--- src/common/timer_mode_defs.vh ---
// Register offsets, field positions and encodings of the timer mode and control block.
`ifndef TIMER_MODE_DEFS_VH
`define TIMER_MODE_DEFS_VH

// ==========================================================================
// Register byte offsets
`define OFS_WIDTH_CONFIG   12'h000
`define OFS_HALF_A_MODE    12'h004
`define OFS_HALF_B_MODE    12'h008
`define OFS_TIMER_CONTROL  12'h00C
`define OFS_TIMER_STATUS   12'h010

// ==========================================================================
// Width configuration encodings
`define CFG_CONCAT32       3'h0
`define CFG_CLOCK32        3'h1
`define CFG_SPLIT_BIT      2

// ==========================================================================
// Mode register fields
`define MODE_SEL_LSB       0
`define MODE_SEL_MSB       1
`define MODE_CAPKIND_BIT   2
`define MODE_ALT_BIT       3
`define MODE_WRITE_MASK    32'h0000000F
`define MODE_ONE_SHOT      2'h1
`define MODE_PERIODIC      2'h2
`define MODE_CAPTURE       2'h3

// ==========================================================================
// Control register fields
`define CTL_A_ENABLE       0
`define CTL_A_FREEZE       1
`define CTL_A_EDGE_LSB     2
`define CTL_A_EDGE_MSB     3
`define CTL_CLOCK_EN       4
`define CTL_A_ADC_TRIG     5
`define CTL_A_PWM_INV      6
`define CTL_B_ENABLE       8
`define CTL_B_FREEZE       9
`define CTL_B_EDGE_LSB     10
`define CTL_B_EDGE_MSB     11
`define CTL_WRITE_MASK     32'h00000F7F
`define CFG_WRITE_MASK     32'h00000007

// ==========================================================================
// Edge selection encodings
`define EDGE_RISING        2'h0
`define EDGE_FALLING       2'h1
`define EDGE_BOTH          2'h3

`endif

--- src/design/edge_select.v ---
// Capture edge detector for one timer half.
`timescale 1ns/10ps
`include "timer_mode_defs.vh"

module edge_select (
    input  wire       clock,
    input  wire       rst_n,
    input  wire       pin_sync,
    input  wire [1:0] edge_sel,
    input  wire       armed,
    output reg        event_pulse
);
    reg pin_last_reg;

    always @(posedge clock) begin
        if (!rst_n) begin
            pin_last_reg <= 1'b0;
            event_pulse  <= 1'b0;
        end else begin
            pin_last_reg <= pin_sync;
            case (edge_sel)
                `EDGE_RISING:  event_pulse <= armed & pin_sync & ~pin_last_reg;
                `EDGE_FALLING: event_pulse <= armed & ~pin_sync & pin_last_reg;
                `EDGE_BOTH:    event_pulse <= armed & (pin_sync ^ pin_last_reg);
                // Reserved encoding detects nothing.
                default:       event_pulse <= 1'b0;
            endcase
        end
    end
endmodule // edge_select

--- src/design/half_mode_decode.v ---
// Effective mode and run decode for one timer half.
`timescale 1ns/10ps
`include "timer_mode_defs.vh"

module half_mode_decode (
    input  wire       split,
    input  wire       enable,
    input  wire       freeze,
    input  wire       debug_halt,
    input  wire [1:0] mode_sel,
    output wire       run,
    output wire       capture_armed,
    output wire       one_shot,
    output wire       periodic
);
    // Freeze applies only during a debug halt.
    wire stalled = freeze & debug_halt;

    // Reserved mode 0 leaves the half idle even when enabled.
    assign one_shot      = enable & (mode_sel == `MODE_ONE_SHOT);
    assign periodic      = enable & (mode_sel == `MODE_PERIODIC);
    assign capture_armed = enable & split & (mode_sel == `MODE_CAPTURE);
    assign run           = (one_shot | periodic) & ~stalled;
endmodule // half_mode_decode

--- src/design/dual_timer_mode_control.v ---
// APB register block and mode control for a dual-half general-purpose timer.
// Notes on behaviour
// - Config 0 concat32, 1 clock32, 4-7 split16.
// - Capture kind bit: 0 count, 1 time.
// - Half B mode: 1 one-shot, 2 periodic, 3 capture.
// - Mode fields interpreted per width config.
// - Split mode: half B mode independent.
// - 32-bit mode: B mode ignored, A used.
// - Half B edge: 0 rise, 1 fall, 3 both.
// - Bit 9 freezes half B during halt.
// - Running processor ignores both freeze bits.
// - Bit 8 enables half B.
// - Bit 6 inverts half A PWM output.
// - Bit 5 enables half A converter trigger.
// - Bit 4 enables clock counting.
// - Half A edge: 0 rise, 1 fall, 3 both.
// - Bit 1 freezes half A during halt.
// - Bit 0 enables half A.
// - Bit 7 reserved, read-only zero.
//
// Decided for this implementation: the APB interface to the registers.
`timescale 1ns/10ps
`include "timer_mode_defs.vh"

module dual_timer_mode_control (
    input  wire        clock,
    input  wire        rst_n,
    input  wire        psel,
    input  wire        penable,
    input  wire        pwrite,
    input  wire [11:0] paddr,
    input  wire [31:0] pwdata,
    output wire        pready,
    output reg  [31:0] prdata,
    output wire        pslverr,
    input  wire        debug_halt,
    input  wire        half_a_pin,
    input  wire        half_b_pin,
    input  wire        half_a_pwm_raw,
    input  wire        half_a_timeout,
    output reg         half_a_pwm_out,
    output reg         half_a_adc_trigger,
    output reg         half_a_run,
    output reg         half_b_run,
    output reg         clock_run,
    output reg  [1:0]  half_a_mode_eff,
    output reg  [1:0]  half_b_mode_eff,
    output reg         half_a_capture_time,
    output reg         half_b_capture_time,
    output wire        half_a_capture_event,
    output wire        half_b_capture_event
);
    // ======================================================================
    // Register storage
    reg [2:0]  width_config_reg;
    reg [3:0]  half_a_mode_reg;
    reg [3:0]  half_b_mode_reg;
    reg [31:0] timer_control_reg;

    wire split    = width_config_reg[`CFG_SPLIT_BIT];
    wire concat32 = (width_config_reg == `CFG_CONCAT32);
    wire clock32  = (width_config_reg == `CFG_CLOCK32);

    wire access   = psel & penable;
    wire wr_taken = access & pwrite;
    wire mapped   = (paddr == `OFS_WIDTH_CONFIG) | (paddr == `OFS_HALF_A_MODE) |
                    (paddr == `OFS_HALF_B_MODE) | (paddr == `OFS_TIMER_CONTROL) |
                    (paddr == `OFS_TIMER_STATUS);

    // Zero wait states keep the bus simple; every access completes in one access cycle.
    assign pready  = 1'b1;
    assign pslverr = access & ~mapped;

    always @(posedge clock) begin
        if (!rst_n) begin
            width_config_reg  <= 3'h0;
            half_a_mode_reg   <= 4'h0;
            half_b_mode_reg   <= 4'h0;
            timer_control_reg <= 32'h0000_0000;
        end else if (wr_taken) begin
            case (paddr)
                `OFS_WIDTH_CONFIG:  width_config_reg  <= pwdata[2:0];
                `OFS_HALF_A_MODE:   half_a_mode_reg   <= pwdata[3:0];
                `OFS_HALF_B_MODE:   half_b_mode_reg   <= pwdata[3:0];
                `OFS_TIMER_CONTROL: timer_control_reg <= pwdata & `CTL_WRITE_MASK;
                default: ;
            endcase
        end
    end

    // ======================================================================
    // Read path
    wire [31:0] status_word = {26'h0, half_b_capture_event, half_a_capture_event,
                               clock_run, half_b_run, half_a_run, split};

    always @(posedge clock) begin
        if (!rst_n) begin
            prdata <= 32'h0000_0000;
        end else if (psel & ~penable & ~pwrite) begin
            case (paddr)
                `OFS_WIDTH_CONFIG:  prdata <= {29'h0, width_config_reg};
                `OFS_HALF_A_MODE:   prdata <= {28'h0, half_a_mode_reg};
                `OFS_HALF_B_MODE:   prdata <= {28'h0, half_b_mode_reg};
                `OFS_TIMER_CONTROL: prdata <= timer_control_reg;
                `OFS_TIMER_STATUS:  prdata <= status_word;
                default:            prdata <= 32'h0000_0000;
            endcase
        end
    end

    // ======================================================================
    // Configuration decode

    // In 32-bit timer mode half B follows half A's mode register entirely.
    wire [3:0] b_mode_src = split ? half_b_mode_reg : half_a_mode_reg;

    wire a_en   = timer_control_reg[`CTL_A_ENABLE];
    wire b_en   = timer_control_reg[`CTL_B_ENABLE];
    wire a_frz  = timer_control_reg[`CTL_A_FREEZE];
    wire b_frz  = timer_control_reg[`CTL_B_FREEZE];
    wire [1:0] a_edge = timer_control_reg[`CTL_A_EDGE_MSB:`CTL_A_EDGE_LSB];
    wire [1:0] b_edge = timer_control_reg[`CTL_B_EDGE_MSB:`CTL_B_EDGE_LSB];

    // ======================================================================
    // Input synchronisers
    reg [1:0] halt_sync_reg;
    reg [1:0] a_pin_sync_reg;
    reg [1:0] b_pin_sync_reg;

    always @(posedge clock) begin
        if (!rst_n) begin
            halt_sync_reg  <= 2'b00;
            a_pin_sync_reg <= 2'b00;
            b_pin_sync_reg <= 2'b00;
        end else begin
            halt_sync_reg  <= {halt_sync_reg[0], debug_halt};
            a_pin_sync_reg <= {a_pin_sync_reg[0], half_a_pin};
            b_pin_sync_reg <= {b_pin_sync_reg[0], half_b_pin};
        end
    end

    wire halted = halt_sync_reg[1];

    // ======================================================================
    // Per-half decode
    wire a_run_next;
    wire a_cap_armed;
    wire b_run_next;
    wire b_cap_armed;

    half_mode_decode u_half_a (
        .split         (split),
        // Half A counts on its own only in the concatenated or split layouts; reserved layouts leave it idle.
        .enable        (a_en & (concat32 | split)),
        .freeze        (a_frz),
        .debug_halt    (halted),
        .mode_sel      (half_a_mode_reg[`MODE_SEL_MSB:`MODE_SEL_LSB]),
        .run           (a_run_next),
        .capture_armed (a_cap_armed),
        .one_shot      (),
        .periodic      ()
    );

    // Half B only exists as its own timer in split mode.
    half_mode_decode u_half_b (
        .split         (split),
        .enable        (b_en & split),
        .freeze        (b_frz),
        .debug_halt    (halted),
        .mode_sel      (b_mode_src[`MODE_SEL_MSB:`MODE_SEL_LSB]),
        .run           (b_run_next),
        .capture_armed (b_cap_armed),
        .one_shot      (),
        .periodic      ()
    );

    edge_select u_edge_a (
        .clock       (clock),
        .rst_n       (rst_n),
        .pin_sync    (a_pin_sync_reg[1]),
        .edge_sel    (a_edge),
        .armed       (a_cap_armed),
        .event_pulse (half_a_capture_event)
    );

    edge_select u_edge_b (
        .clock       (clock),
        .rst_n       (rst_n),
        .pin_sync    (b_pin_sync_reg[1]),
        .edge_sel    (b_edge),
        .armed       (b_cap_armed),
        .event_pulse (half_b_capture_event)
    );

    // ======================================================================
    // Registered outputs
    always @(posedge clock) begin
        if (!rst_n) begin
            half_a_pwm_out      <= 1'b0;
            half_a_adc_trigger  <= 1'b0;
            half_a_run          <= 1'b0;
            half_b_run          <= 1'b0;
            clock_run           <= 1'b0;
            half_a_mode_eff     <= 2'h0;
            half_b_mode_eff     <= 2'h0;
            half_a_capture_time <= 1'b0;
            half_b_capture_time <= 1'b0;
        end else begin
            half_a_pwm_out      <= half_a_pwm_raw ^ timer_control_reg[`CTL_A_PWM_INV];
            half_a_adc_trigger  <= half_a_timeout & timer_control_reg[`CTL_A_ADC_TRIG];
            // The counting halves also need a one-shot or periodic mode; a reserved mode stays idle.
            half_a_run          <= a_run_next;
            half_b_run          <= b_run_next;
            // Clock counting is only meaningful in the 32-bit clock configuration.
            clock_run           <= clock32 & timer_control_reg[`CTL_CLOCK_EN] &
                                   a_en & ~(a_frz & halted);
            half_a_mode_eff     <= half_a_mode_reg[`MODE_SEL_MSB:`MODE_SEL_LSB];
            half_b_mode_eff     <= b_mode_src[`MODE_SEL_MSB:`MODE_SEL_LSB];
            half_a_capture_time <= half_a_mode_reg[`MODE_CAPKIND_BIT];
            half_b_capture_time <= b_mode_src[`MODE_CAPKIND_BIT];
        end
    end
endmodule // dual_timer_mode_control

--- config.mk ---
export PLATFORM = sky130hd
export DESIGN_NAME = dual_timer_mode_control
export DESIGN_NICKNAME = d
export VERILOG_FILES = /design/src/design/edge_select.v /design/src/design/half_mode_decode.v /design/src/design/dual_timer_mode_control.v
export VERILOG_INCLUDE_DIRS = /design/src /design/src/common
export SDC_FILE = /design/constraint.sdc
export NUM_CORES = 1
export LEC_CHECK = 0
export BUFFER_PORTS_ARGS = -buffer_cell sky130_fd_sc_hd__buf_2
export CORE_UTILIZATION = 45
export DETAILED_ROUTE_END_ITERATION = 8
export GPL_ROUTABILITY_DRIVEN = 1
export PLACE_DENSITY_LB_ADDON = 0.2
export SLEW_MARGIN = 10
export SYNTH_ARGS = -nofsm -noshare
export SYNTH_HDL_FRONTEND = slang
export SYNTH_SLANG_ARGS = --single-unit
--- constraint.sdc ---
create_clock -name clock -period 4.7 [get_ports clock]
set_input_delay 0.705 -clock clock [delete_from_list [all_inputs] [get_ports clock]]
set_output_delay 0.705 -clock clock [all_outputs]
set_load 0.01 [all_outputs]
## Word level (Yosys, flattened, before mapping)

Index checks and enable logic that the tools add are counted.

- Output and inout port bits: 47
- Word-level logic and storage cells: 100
- Input bits: 54
- Register bits after elaboration: 75

- Reductions and logical operators: 8
- Bitwise operators: 52
- Eq/ne operators: 15
- Multiplexer cells: 4

Operator list:

| cell | count |
|---|---|
| case mux 12 bit (5 select lines) | 1 |
| AND 1 bit | 33 |
| == test 12 x 4 -> 1 bit (second input constant) | 2 |
| == test 12 x 3 -> 1 bit (second input constant) | 1 |
| == test 12 x 5 -> 1 bit (second input constant) | 1 |
| == test 2 bit (second input constant) | 6 |
| zero test 12 bit | 1 |
| inverter 1 bit | 9 |
| == test 2 x 1 -> 1 bit (second input constant) | 4 |
| AND reduction 2 bit | 4 |
| OR 1 bit | 7 |
| case mux 1 bit (3 select lines) | 2 |
| zero test 2 bit | 2 |
| == test 3 x 1 -> 1 bit (second input constant) | 1 |
| zero test 3 bit | 1 |
| two-way mux 3 bit | 1 |
| XOR 1 bit | 3 |

## Depth between registers and ports, before layout

Gate-level depths: netlist (run 1).

- Word-level depth: 8
- Depth in mapped cells: 6

## Modules after synthesis

A second synthesis (run 1) with hierarchy kept.

- Cell total of the unflattened synthesis: 265
- Area total of the unflattened synthesis: 2,464.9 sq um

By module, submodules not included:

| module | area each (sq um) | times used | seq. area each (sq um) | cells an instance |
|---|---|---|---|---|
| dual_timer_mode_control | 2,217.1 | 1 | 1,001.0 | 231 |
| edge_select | 82.6 | 2 | 40.0 | 8 |
| half_mode_decode | 41.3 | 2 | 0.0 | 9 |

## Worst setup path after synthesis (run 1)

No wires, ideal clock.

- Path type: input-to-output
- Start: input paddr[7]
- End: output pslverr
- Cell stages on the path: 4
- Path slack: 2,235 ps
- Required time: 3,995 ps
- Arrival time: 1,760 ps
- Path through: or4_4 > nor3_1 > buf_2 > a21oi_1

- Word-level cells in the longest chain between the ends: 7

Ends and longest elaborated chain:

| item | line | source |
|---|---|---|
| start: declaration | dual_timer_mode_control.v:31 | `input wire [11:0] paddr,` |
| == test 12 x 3 -> 1 bit / zero test 12 bit (equally long branches) | - |  |
| OR 1 bit (3 in a row) | dual_timer_mode_control.v:66 | `` wire mapped = (paddr == `OFS_WIDTH_CONFIG) \| (paddr == `OFS_HALF_A_MODE) \| `` |
| OR 1 bit (*) | dual_timer_mode_control.v:66 |  |
| inverter 1 bit (*) | dual_timer_mode_control.v:72 | `assign pslverr = access & ~mapped;` |
| AND 1 bit (*) | dual_timer_mode_control.v:72 |  |
| end: declaration | dual_timer_mode_control.v:35 | `output wire pslverr,` |

Every way passes the cells marked *; elsewhere a longest branch is shown, timed or not.

## Worst setup path after layout (run 1)

Same ends and word-level chain as after synthesis.

==> results of run 1 <==
per-layer routing:
metal,part of all wire [%],routed length (um),vias up
met5,0,0,-
met1,48,2320,829
met3,5.7,273,8
met4,1.5,74,0
li1,-,-,970
met2,45,2160,63
kinds of logic after synthesis:
logic type	Yosys count	synth area share [%]
simple gates	106	23.5
flops	54	44.2
buf+inv	42	9.98
mux	32	13.1
compound gates	30	8.19
xor+xnor	2	0.717
other cells	2	0.307
area by class of cell:
cell class / count / area, um2
multi-input combinational: 192 / 1190
sequential: 54 / 1080
clock buffer: 7 / 76.3
clock inverter: 1 / 30.0
tap: 70 / 87.6
timing repair buffer: 58 / 293
fill: 503 / 2390
inverter: 5 / 18.8
synth_stat cells:
master	number
dfxtp_1	54
a311oi_1	1
a32o_1	2
nor4_1	3
and3_1	2
nor3b_1	3
or4_4	1
o32ai_1	2
a21boi_0	6
buf_2	3
nand3b_1	3
clkbuf_1	10
xor2_1	2
nand2b_1	1
nand4bb_4	1
and3b_1	1
o2111ai_1	1
a21o_1	1
buf_4	22
nor3_1	4
inv_1	5
conb_1	2
or3_1	1
buf_1	2
nor3_2	1
a21oi_1	3
nor2_1	6
or3b_2	1
o21ai_0	12
nor2b_1	3
or2_2	1
nand2_1	48
and2_1	10
nand3_1	14
a32oi_1	2
mux2i_1	32
nor3b_4	2
worst max-delay path, stage by stage:
cell     delay (ns)
buf_2          0.10
or4_4          0.55
nor3_1         0.19
buf_4          0.20
a21oi_1        0.08
buf_2          0.14
power groups by stage:
stage / combinational [mW] / clock, mW / sequential (mW)
global route: 0.0616 / 0.336 / 0.462
floorplan: 0.0490 / 0 / 0.472
detailed placement: 0.0541 / 0 / 0.472
finish: 0.0543 / 0.301 / 0.462
CTS: 0.0544 / 0.313 / 0.462
global placement: 0.0537 / 0 / 0.472
layout by cell type, fill, tap and decap left out, types with 2 or more instances in the layout:
cell type / n
nand2_1: 48
nand3_1: 14
nand3b_1: 3
a21boi_0: 6
mux2i_1: 32
nor2b_1: 3
and3_1: 2
xor2_1: 2
o21ai_0: 12
clkbuf_1: 2
nor3b_4: 2
a32o_1: 2
a21oi_1: 3
nor2_1: 6
and2_1: 10
conb_1: 22
nor3_1: 4
dfxtp_1: 54
nor4_1: 3
buf_2: 57
inv_1: 5
a32oi_1: 2
nor3b_1: 3
clkbuf_8: 5
o32ai_1: 2
metrics by stage:
step	hold WS [ns]	total power [mW]	area (um2)	std cells	worst slack, ns
after floorplan	0.412	0.521	2520	288	2.24
after global placement	0.416	0.526	2670	379	1.94
after detailed placement	0.417	0.526	2670	379	1.93
after CTS	0.439	0.829	2780	387	2.03
after global routing	0.459	0.860	2780	387	1.97
final	0.438	0.817	2780	387	2.03
path summary, 6_finish.rpt:
kind	depth (start not counted)	endpoint	startpoint
max reg2reg	4	prdata[2]	width_config_reg[2]
min reg2reg	1	halt_sync_reg[1]	halt_sync_reg[0]
max	6	pslverr	paddr[7]
min	1	halt_sync_reg[1]	halt_sync_reg[0]
==> metrics.md, run 1 <==
| Metric | Value |
|---|---|
| Comb pwr share | 6.6% |
| Clock Path Buffers | 2 |
| Ys Warns | 0 |
| Syn Area/Cell | 9.12 um2 |
| Number of global-route vias before repair | 1700 |
| P_int | 640 uW |
| Setup violators final | 0 |
| R2R Setup Slk | 3.45 ns |
| Initial core utilization | 47.2% |
| Global Route Usage Sum | 18.2% |
| Leakage | 1.24 nW |
| CP Launch Type | input port |
| Endpoints failing hold | 0 |
| Worst Hold Class | reg2reg |
| Final slew viol count | 0 |
| Post-Synthesis Cells | 268 |
| Initial antenna violation count | 0 |
| First-pass GRT wire length | 7710 um |
| Outcome | completed |
| Cell variety after synth | 37 |
| GRT met3 Usage | 4.10% |
| Crit path DAT | 1.96 ns |
| Met1 usage | 24.3% |
| NetSw | 176 uW |
| Max Cap Viol | 0 |
| Layout Nets | 370 |
| Synthesis-to-layout area growth | 13.8% |
| Max Fclk | 375 MHz |
| # clock sinks | 54 |
| Worst slew pin tran | 0.963 ns |
| CTS tree | yes |
| Row count | 26 |
| Initial drt markers | 128 |
| Yosys top cell area share | 44.2% |
| Die ar. | 5730 um2 |
| Die W | 75.7 um |
| RePlAce Congestion | 0.841 |
| DR DRC count | 0 |
| Port Buffer Count | 57 |
| Post-CTS Repair Setup Buffers | 0 |
| CTS root buf | clkbuf_8 |
| CP max FO | 11 |
| Largest net degree at the start of global routing | 62 |
| Die height | 75.7 um |
| Vias per std cell | 4.83 |
| Layout cells sized above 1 | 22.4% |
| Clock network fraction of total power | 36.8% |
| Pre-antenna DRT Iters | 4 |
| Sw frac | 21.6% |
| Top cells by area, synth | dfxtp_1 (44%), mux2i_1 (13%), nand2_1 (7.4%) |
| Crit path required time | 3.99 ns |
| GR peak layer | met2 |
| Pwr Density | 294 nW/um2 |
| Met2 Use GR | 28.5% |
| Sequential share of the synthesized area | 44.2% |
| Power share of the sequential group | 56.5% |
| Worst VDD drop | 189 uV |
| Yosys reg bits | 54 |
| Routed WL per cell | 12.5 um |
| Mapped cell area | 2440 um2 |
| Final design utilization | 53.7% |
| Via count | 1870 |
| CTS Hold Buffers Added | 0 |
| Crit end category | output port |
| N_diodes | 0 |
| Sum Neg Setup Slack | 0 ns |
| Critical path class | in2out |
| Boundary Pins | 101 |
| Final ANT Viol Nets | 0 |
| PostCTS Resize Cnt | 0 |
| Core area | 5170 um2 |
| Clk Latency, worst-skew pair | 0.30 ns |
| Max Clock Skew | 0.00827 ns |
| Relative slew slack | 35.8% |
| CTS Buf Count | 5 |
| Area leader, netlist | dfxtp_1 |
| Total congestion overflow | 0 |
| RSZ-0062 raised after global routing | no |
| CTS clk-pin slew, worst paths | 0.09 ns |
| HPWL Detailed | 3430 um |
| Crit path time final | 2.67 ns |
| H-tree levels | 2 |
| Drt total wl | 4830 um |
| Fin crit share | 56.8% |
Note: power is estimated with default switching activity, not from simulation.
==> run 2, diff against run 1 <==
Settings changed: CORE_UTILIZATION 45 to 43.
Clock period 4.7 ns to 2.35 ns, I/O delays scaled along.
==> run 2 against run 1 <==
Global-route usage shrank 1.1 points; flip-flop and latch count is the same; first-iteration DRC count shrank 29%; largest power group unchanged.
==> metrics.md, run 2 (synthesis gave the netlist of run 1 again) <==
| Metric | Value |
|---|---|
| Layout cells sized above 1 | 23.5% (was 22.4%) |
| Post-CTS Repair Setup Buffers | 0 (unchanged) |
| FF-to-FF path depth | 4 (unchanged) |
| CTS root buf | clkbuf_8 (unchanged) |
| Layout Nets | 372 (was 370) |
| Largest net degree at the start of global routing | 43 (was 62) |
| Via count | 1901 (was 1870) |
| R2R Setup Slk | 1.04 ns (was 3.45 ns) |
| RR Endpoint | prdata[2] (unchanged) |
| CP max FO | 3 (was 11) |
| Post-route setup slack | 0.398 ns (was 2.03 ns) |
| N_diodes | 0 (unchanged) |
| Comb pwr share | 7.2% (was 6.6%) |
| Sw frac | 24.0% (was 21.6%) |
| Clock network fraction of total power | 34.4% (was 36.8%) |
| Row count | 27 (was 26) |
| Worst hold endpoint | halt_sync_reg[0] (was halt_sync_reg[1]) |
| H-tree levels | 2 (unchanged) |
| Final slew viol count | 0 (unchanged) |
| Max Clock Skew | 0.00880 ns (was 0.00827 ns) |
| Hold Crit Depth | 2 (was 1) |
| Total congestion overflow | 0 (unchanged) |
| # clock sinks | 54 (unchanged) |
| Synthesis-to-layout area growth | 14.5% (was 13.8%) |
| Reg2Reg Launch Point | width_config_reg[2] (unchanged) |
| Drt total wl | 4920 um (was 4830 um) |
| First-pass GRT wire length | 7990 um (was 7710 um) |
| Power share of the sequential group | 58.4% (was 56.5%) |
| Boundary Pins | 101 (unchanged) |
| Relative slew slack | 66.7% (was 35.8%) |
| Most frequent cells in the layout | buf_2 (57), dfxtp_1 (54), nand2_1 (48), mux2i_1 (32), conb_1 (22) (unchanged) |
| Final ANT Viol Nets | 0 (unchanged) |
| CTS Hold Buffers Added | 0 (unchanged) |
| Sum Neg Setup Slack | 0 ns (unchanged) |
| Crit end category | output port (unchanged) |
| Port Buffer Count | 57 (unchanged) |
| CP Launch Type | input port (unchanged) |
| Worst VDD drop | 285 uV (was 189 uV) |
| Initial core utilization | 44.4% (was 47.2%) |
| Clock Path Buffers | 2 (unchanged) |
| Leakage | 1.25 nW (was 1.24 nW) |
| Pre-antenna DRT Iters | 4 (unchanged) |
| NetSw | 379 uW (was 176 uW) |
| Critical path class | in2out (unchanged) |
| Setup violators final | 0 (unchanged) |
| Worst slew pin tran | 0.498 ns (was 0.963 ns) |
| P_int | 1.20 mW (was 640 uW) |
| Number of global-route vias before repair | 1657 (was 1700) |
| Routed WL per cell | 12.6 um (was 12.5 um) |
| Crit path time final | 1.95 ns |
| Core area | 5510 um2 (was 5170 um2) |
| HPWL Detailed | 3520 um (was 3430 um) |
| Initial antenna violation count | 0 (unchanged) |
| Initial drt markers | 91 (was 128) |
| CTS clk-pin slew, worst paths | 0.10 ns (was 0.09 ns) |
| Most common cell after layout, fill and taps aside | buf_2 (unchanged) |
| Pwr Density | 565 nW/um2 (was 294 nW/um2) |
| Die ar. | 5990 um2 (was 5730 um2) |
| Global Route Usage Sum | 17.1% (was 18.2%) |
| Fin cells | 391 (was 387) |
| DR DRC count | 0 (unchanged) |
| Max Cap Viol | 0 (unchanged) |
| Max Fclk | 512 MHz |
| Die height | 77.4 um (was 75.7 um) |
| Crit path required time | 2.00 ns (was 3.99 ns) |
| RePlAce Congestion | 0.827 (was 0.841) |
| Fin crit share | 83.1% |
| CTS Buf Count | 5 (unchanged) |
| PostCTS Resize Cnt | 0 (unchanged) |
| Die W | 77.4 um (was 75.7 um) |
| Worst Hold Class | in2reg (was reg2reg) |
| DP Worst Slack | 0.322 ns (was 1.93 ns) |
| DP Cell Count | 383 (was 379) |
| Outcome | completed (unchanged) |
| Vias per std cell | 4.86 (was 4.83) |
| Crit path DAT | 1.60 ns (was 1.96 ns) |
| Smallest hold slack | 0.246 ns (was 0.438 ns) |
| Clk Latency, worst-skew pair | 0.31 ns (was 0.30 ns) |
| Hold Crit Start | debug_halt (was halt_sync_reg[0]) |
| CTS tree | yes (unchanged) |
| Endpoints failing hold | 0 (unchanged) |
| RSZ-0062 raised after global routing | no (unchanged) |
run 2: metrics by stage:
step | area (um2) | total power [mW] | util (%)
3_3_place_gp | 2700 | 1.06 | 49.1
6_report | 2800 | 1.58 | 50.8
3_5_place_dp | 2700 | 1.06 | 49.1
2_1_floorplan | 2520 | 1.04 | -
4_1_cts | 2800 | 1.59 | 50.8
5_1_grt | 2800 | 1.65 | 50.8
run 2: critical path, cell delays in order:
cell and delay, ns:
buf_2 0.10, or4_4 0.55, nor3_1 0.32, a21oi_1 0.12
buf_2 0.16
run 2: power by group through the flow:
stage / Clock (mW) / Combinational [mW] / Sequential [mW]
global placement: 0 / 0.113 / 0.945
finish: 0.544 / 0.114 / 0.924
global route: 0.595 / 0.126 / 0.925
CTS: 0.556 / 0.114 / 0.924
detailed placement: 0 / 0.113 / 0.945
floorplan: 0 / 0.0980 / 0.945
run 2: layout make-up:
type,count,area [um2]
Multi-Input combinational cell,192,1190
Clock buffer,6,82.6
Tap cell,72,90.1
Timing Repair Buffer,60,320
Sequential cell,54,1080
Fill cell,531,2710
Clock inverter,2,12.5
Inverter,5,18.8
run 2: how the worst max path moves through the flow:
stage	slack, ns	endpoint	startpoint
2_1_floorplan	0.59	pslverr	paddr[7]
3_3_place_gp	0.36	half_a_mode_reg[1]	paddr[7]
3_5_place_dp	0.32	half_a_mode_reg[0]	paddr[7]
4_1_cts	0.40	pslverr	paddr[7]
5_1_grt	0.29	pslverr	paddr[7]
6_report	0.40	pslverr	paddr[7]
run 2: per-layer routing:
metal	global-route usage (%)	share of wire, %	vias up
met4	6.23	1.6	0
met3	4.47	5.1	8
li1	-	-	969
met2	27.4	45	71
met1	22.0	48	853
met5	0	0	-
==> run 3, diff against run 2 <==
Settings changed: CORE_UTILIZATION 43 to 45.
Clock period 2.35 ns to 1.9 ns, I/O delays scaled along.
==> run 3 against run 2 <==
Count of clock-buffer cells in the layout up 1; critical endpoint unchanged; largest cell class unchanged; sequential power is 23% higher; clock skew is 0.0038 ns lower; hold slack got worse by 0.059 ns; register-to-register slack got worse by 0.41 ns; largest power group unchanged; clock power rose by 10%; critical path type unchanged; global-route usage up 1.5 points.
==> metrics.md, run 3 (synthesis gave the netlist of run 1 again) <==
| Metric | Value |
|---|---|
| Outcome | completed (unchanged) |
| # clock sinks | 54 (unchanged) |
| CTS Hold Buffers Added | 0 (unchanged) |
| Global Route Usage Sum | 18.6% (was 17.1%) |
| Crit path required time | 1.62 ns (was 2.00 ns) |
| Relative slew slack | 66.2% (was 66.7%) |
| Crit path time final | 1.81 ns |
| RePlAce Congestion | 0.854 (was 0.827) |
| PostCTS Resize Cnt | 0 (unchanged) |
| Synthesis-to-layout area growth | 15.8% (was 14.5%) |
| Crit path DAT | 1.52 ns (was 1.60 ns) |
| Delay-heaviest family, CP | simple AND/OR/NAND/NOR gates (unchanged) |
| N_diodes | 0 (unchanged) |
| Worst slew pin tran | 0.502 ns (was 0.498 ns) |
| Post-CTS Repair Setup Buffers | 0 (unchanged) |
| Clk Latency, worst-skew pair | 0.30 ns (was 0.31 ns) |
| Die ar. | 5730 um2 (was 5990 um2) |
| Die W | 75.7 um (was 77.4 um) |
| Via count | 1922 (was 1901) |
| Layout cells sized above 1 | 24.3% (was 23.5%) |
| Port Buffer Count | 57 (unchanged) |
| Max Clock Skew | 0.00505 ns (was 0.00880 ns) |
| Final slew viol count | 0 (unchanged) |
| Routed WL per cell | 12.7 um (was 12.6 um) |
| Leakage | 1.28 nW (was 1.25 nW) |
| Drt total wl | 5010 um (was 4920 um) |
| Most frequent CP cell | buf_2 (unchanged) |
| CTS Buf Count | 5 (unchanged) |
| Max Fclk | 554 MHz |
| Crit end category | output port (unchanged) |
| Die height | 75.7 um (was 77.4 um) |
| Initial core utilization | 47.2% (was 44.4%) |
| Cells along the critical path | buf_2 -> or4_4 -> nor3_1 -> a21oi_1 -> buf_2 (unchanged) |
| Max Cap Viol | 0 (unchanged) |
| Initial antenna violation count | 0 (unchanged) |
| Endpoints failing hold | 0 (unchanged) |
| Fin crit share | 95.0% |
| Clock Path Buffers | 2 (unchanged) |
| Row count | 26 (was 27) |
| Most common cell after layout, fill and taps aside | buf_2 (unchanged) |
| Final ANT Viol Nets | 0 (unchanged) |
| CP Launch Type | input port (unchanged) |
| Setup violators final | 0 (unchanged) |
| CP max FO | 3 (unchanged) |
| Worst Hold Class | in2reg (unchanged) |
| Smallest hold slack | 0.186 ns (was 0.246 ns) |
| Vias per std cell | 4.87 (was 4.86) |
| CTS clk-pin slew, worst paths | 0.09 ns (was 0.10 ns) |
| Pwr Density | 668 nW/um2 (was 565 nW/um2) |
| Boundary Pins | 101 (unchanged) |
| Number of global-route vias before repair | 1644 (was 1657) |
| CP max-delay cell | or4_4 (unchanged) |
| HPWL Detailed | 3690 um (was 3520 um) |
| Largest net degree at the start of global routing | 34 (was 43) |
| Initial drt markers | 88 (was 91) |
| Most frequent cells in the layout | buf_2 (57), dfxtp_1 (54), nand2_1 (48), mux2i_1 (32), conb_1 (22) (unchanged) |
| WP buf/inv | 2 (unchanged) |
| Pre-antenna DRT Iters | 6 (was 4) |
| Core area | 5170 um2 (was 5510 um2) |
| CTS tree | yes (unchanged) |
| RSZ-0062 raised after global routing | no (unchanged) |
| Worst VDD drop | 321 uV (was 285 uV) |
| First-pass GRT wire length | 7880 um (was 7990 um) |
| Layout Nets | 379 (was 372) |
| Fillers | 526 (was 531) |
| Post-layout power | 1.89 mW (was 1.58 mW) |
| H-tree levels | 2 (unchanged) |
| Total congestion overflow | 0 (unchanged) |
| DR DRC count | 0 (unchanged) |
| Slowest cell delay on critical path | 0.55 ns (about the same) |
| CTS root buf | clkbuf_8 (unchanged) |
| Critical path class | in2out (unchanged) |
## run 3: where the power goes
part,switching (mW),internal (mW)
combinational,0.0875,0.0597
sequential,0.00302,1.14
clock,0.346,0.255
total,0.436,1.45
## run 3: cell type report
cell class / count / area, um2 / area share (%)
multi-input cells: 192 / 1190 / 42.2
flip-flops and latches: 54 / 1080 / 38.2
repair buffers: 67 / 373 / 13.2
well taps: 70 / 87.6 / 3.09
clock buffers: 7 / 76.3 / 2.70
inverters: 5 / 18.8 / 0.663
## run 3: worst reg2reg max path: cells and delay by family, from the launching register on
kind / cells / cell delay, ns
flops: 1 / 0.61
compound gates: 3 / 0.46
mux: 1 / 0.13
## run 3: final timing paths
check | start | to | slack [ns] | cells past startpoint
hold / removal | half_a_pin | a_pin_sync_reg[0] | 0.19 | 2
setup reg to reg | width_config_reg[2] | prdata[2] | 0.63 | 4
setup / recovery | paddr[7] | pslverr | 0.09 | 5
hold reg to reg | a_pin_sync_reg[0] | a_pin_sync_reg[1] | 0.44 | 1
## run 3: metrics by stage
step,setup slack [ns],std cells,area (um2),TNS (ns),utilization [%]
after global routing,0.0109,395,2830,0,54.7
final,0.0946,395,2830,0,54.7
after CTS,0.0760,395,2830,0,54.7
after global placement,0.0157,388,2750,0,53.2
after floorplan,0.219,288,2520,0,-
after detailed placement,-0.0268,388,2750,-0.0996,53.2
## run 3: routing by layer
layer	part of all wire (%)	wire [um]	GRT usage (%)	vias to the layer above
li1	-	-	-	984
met3	4.0	199	3.57	6
met5	0	0	0	-
met4	1.2	60	6.17	0
met1	49	2460	25.5	874
met2	46	2300	29.5	58
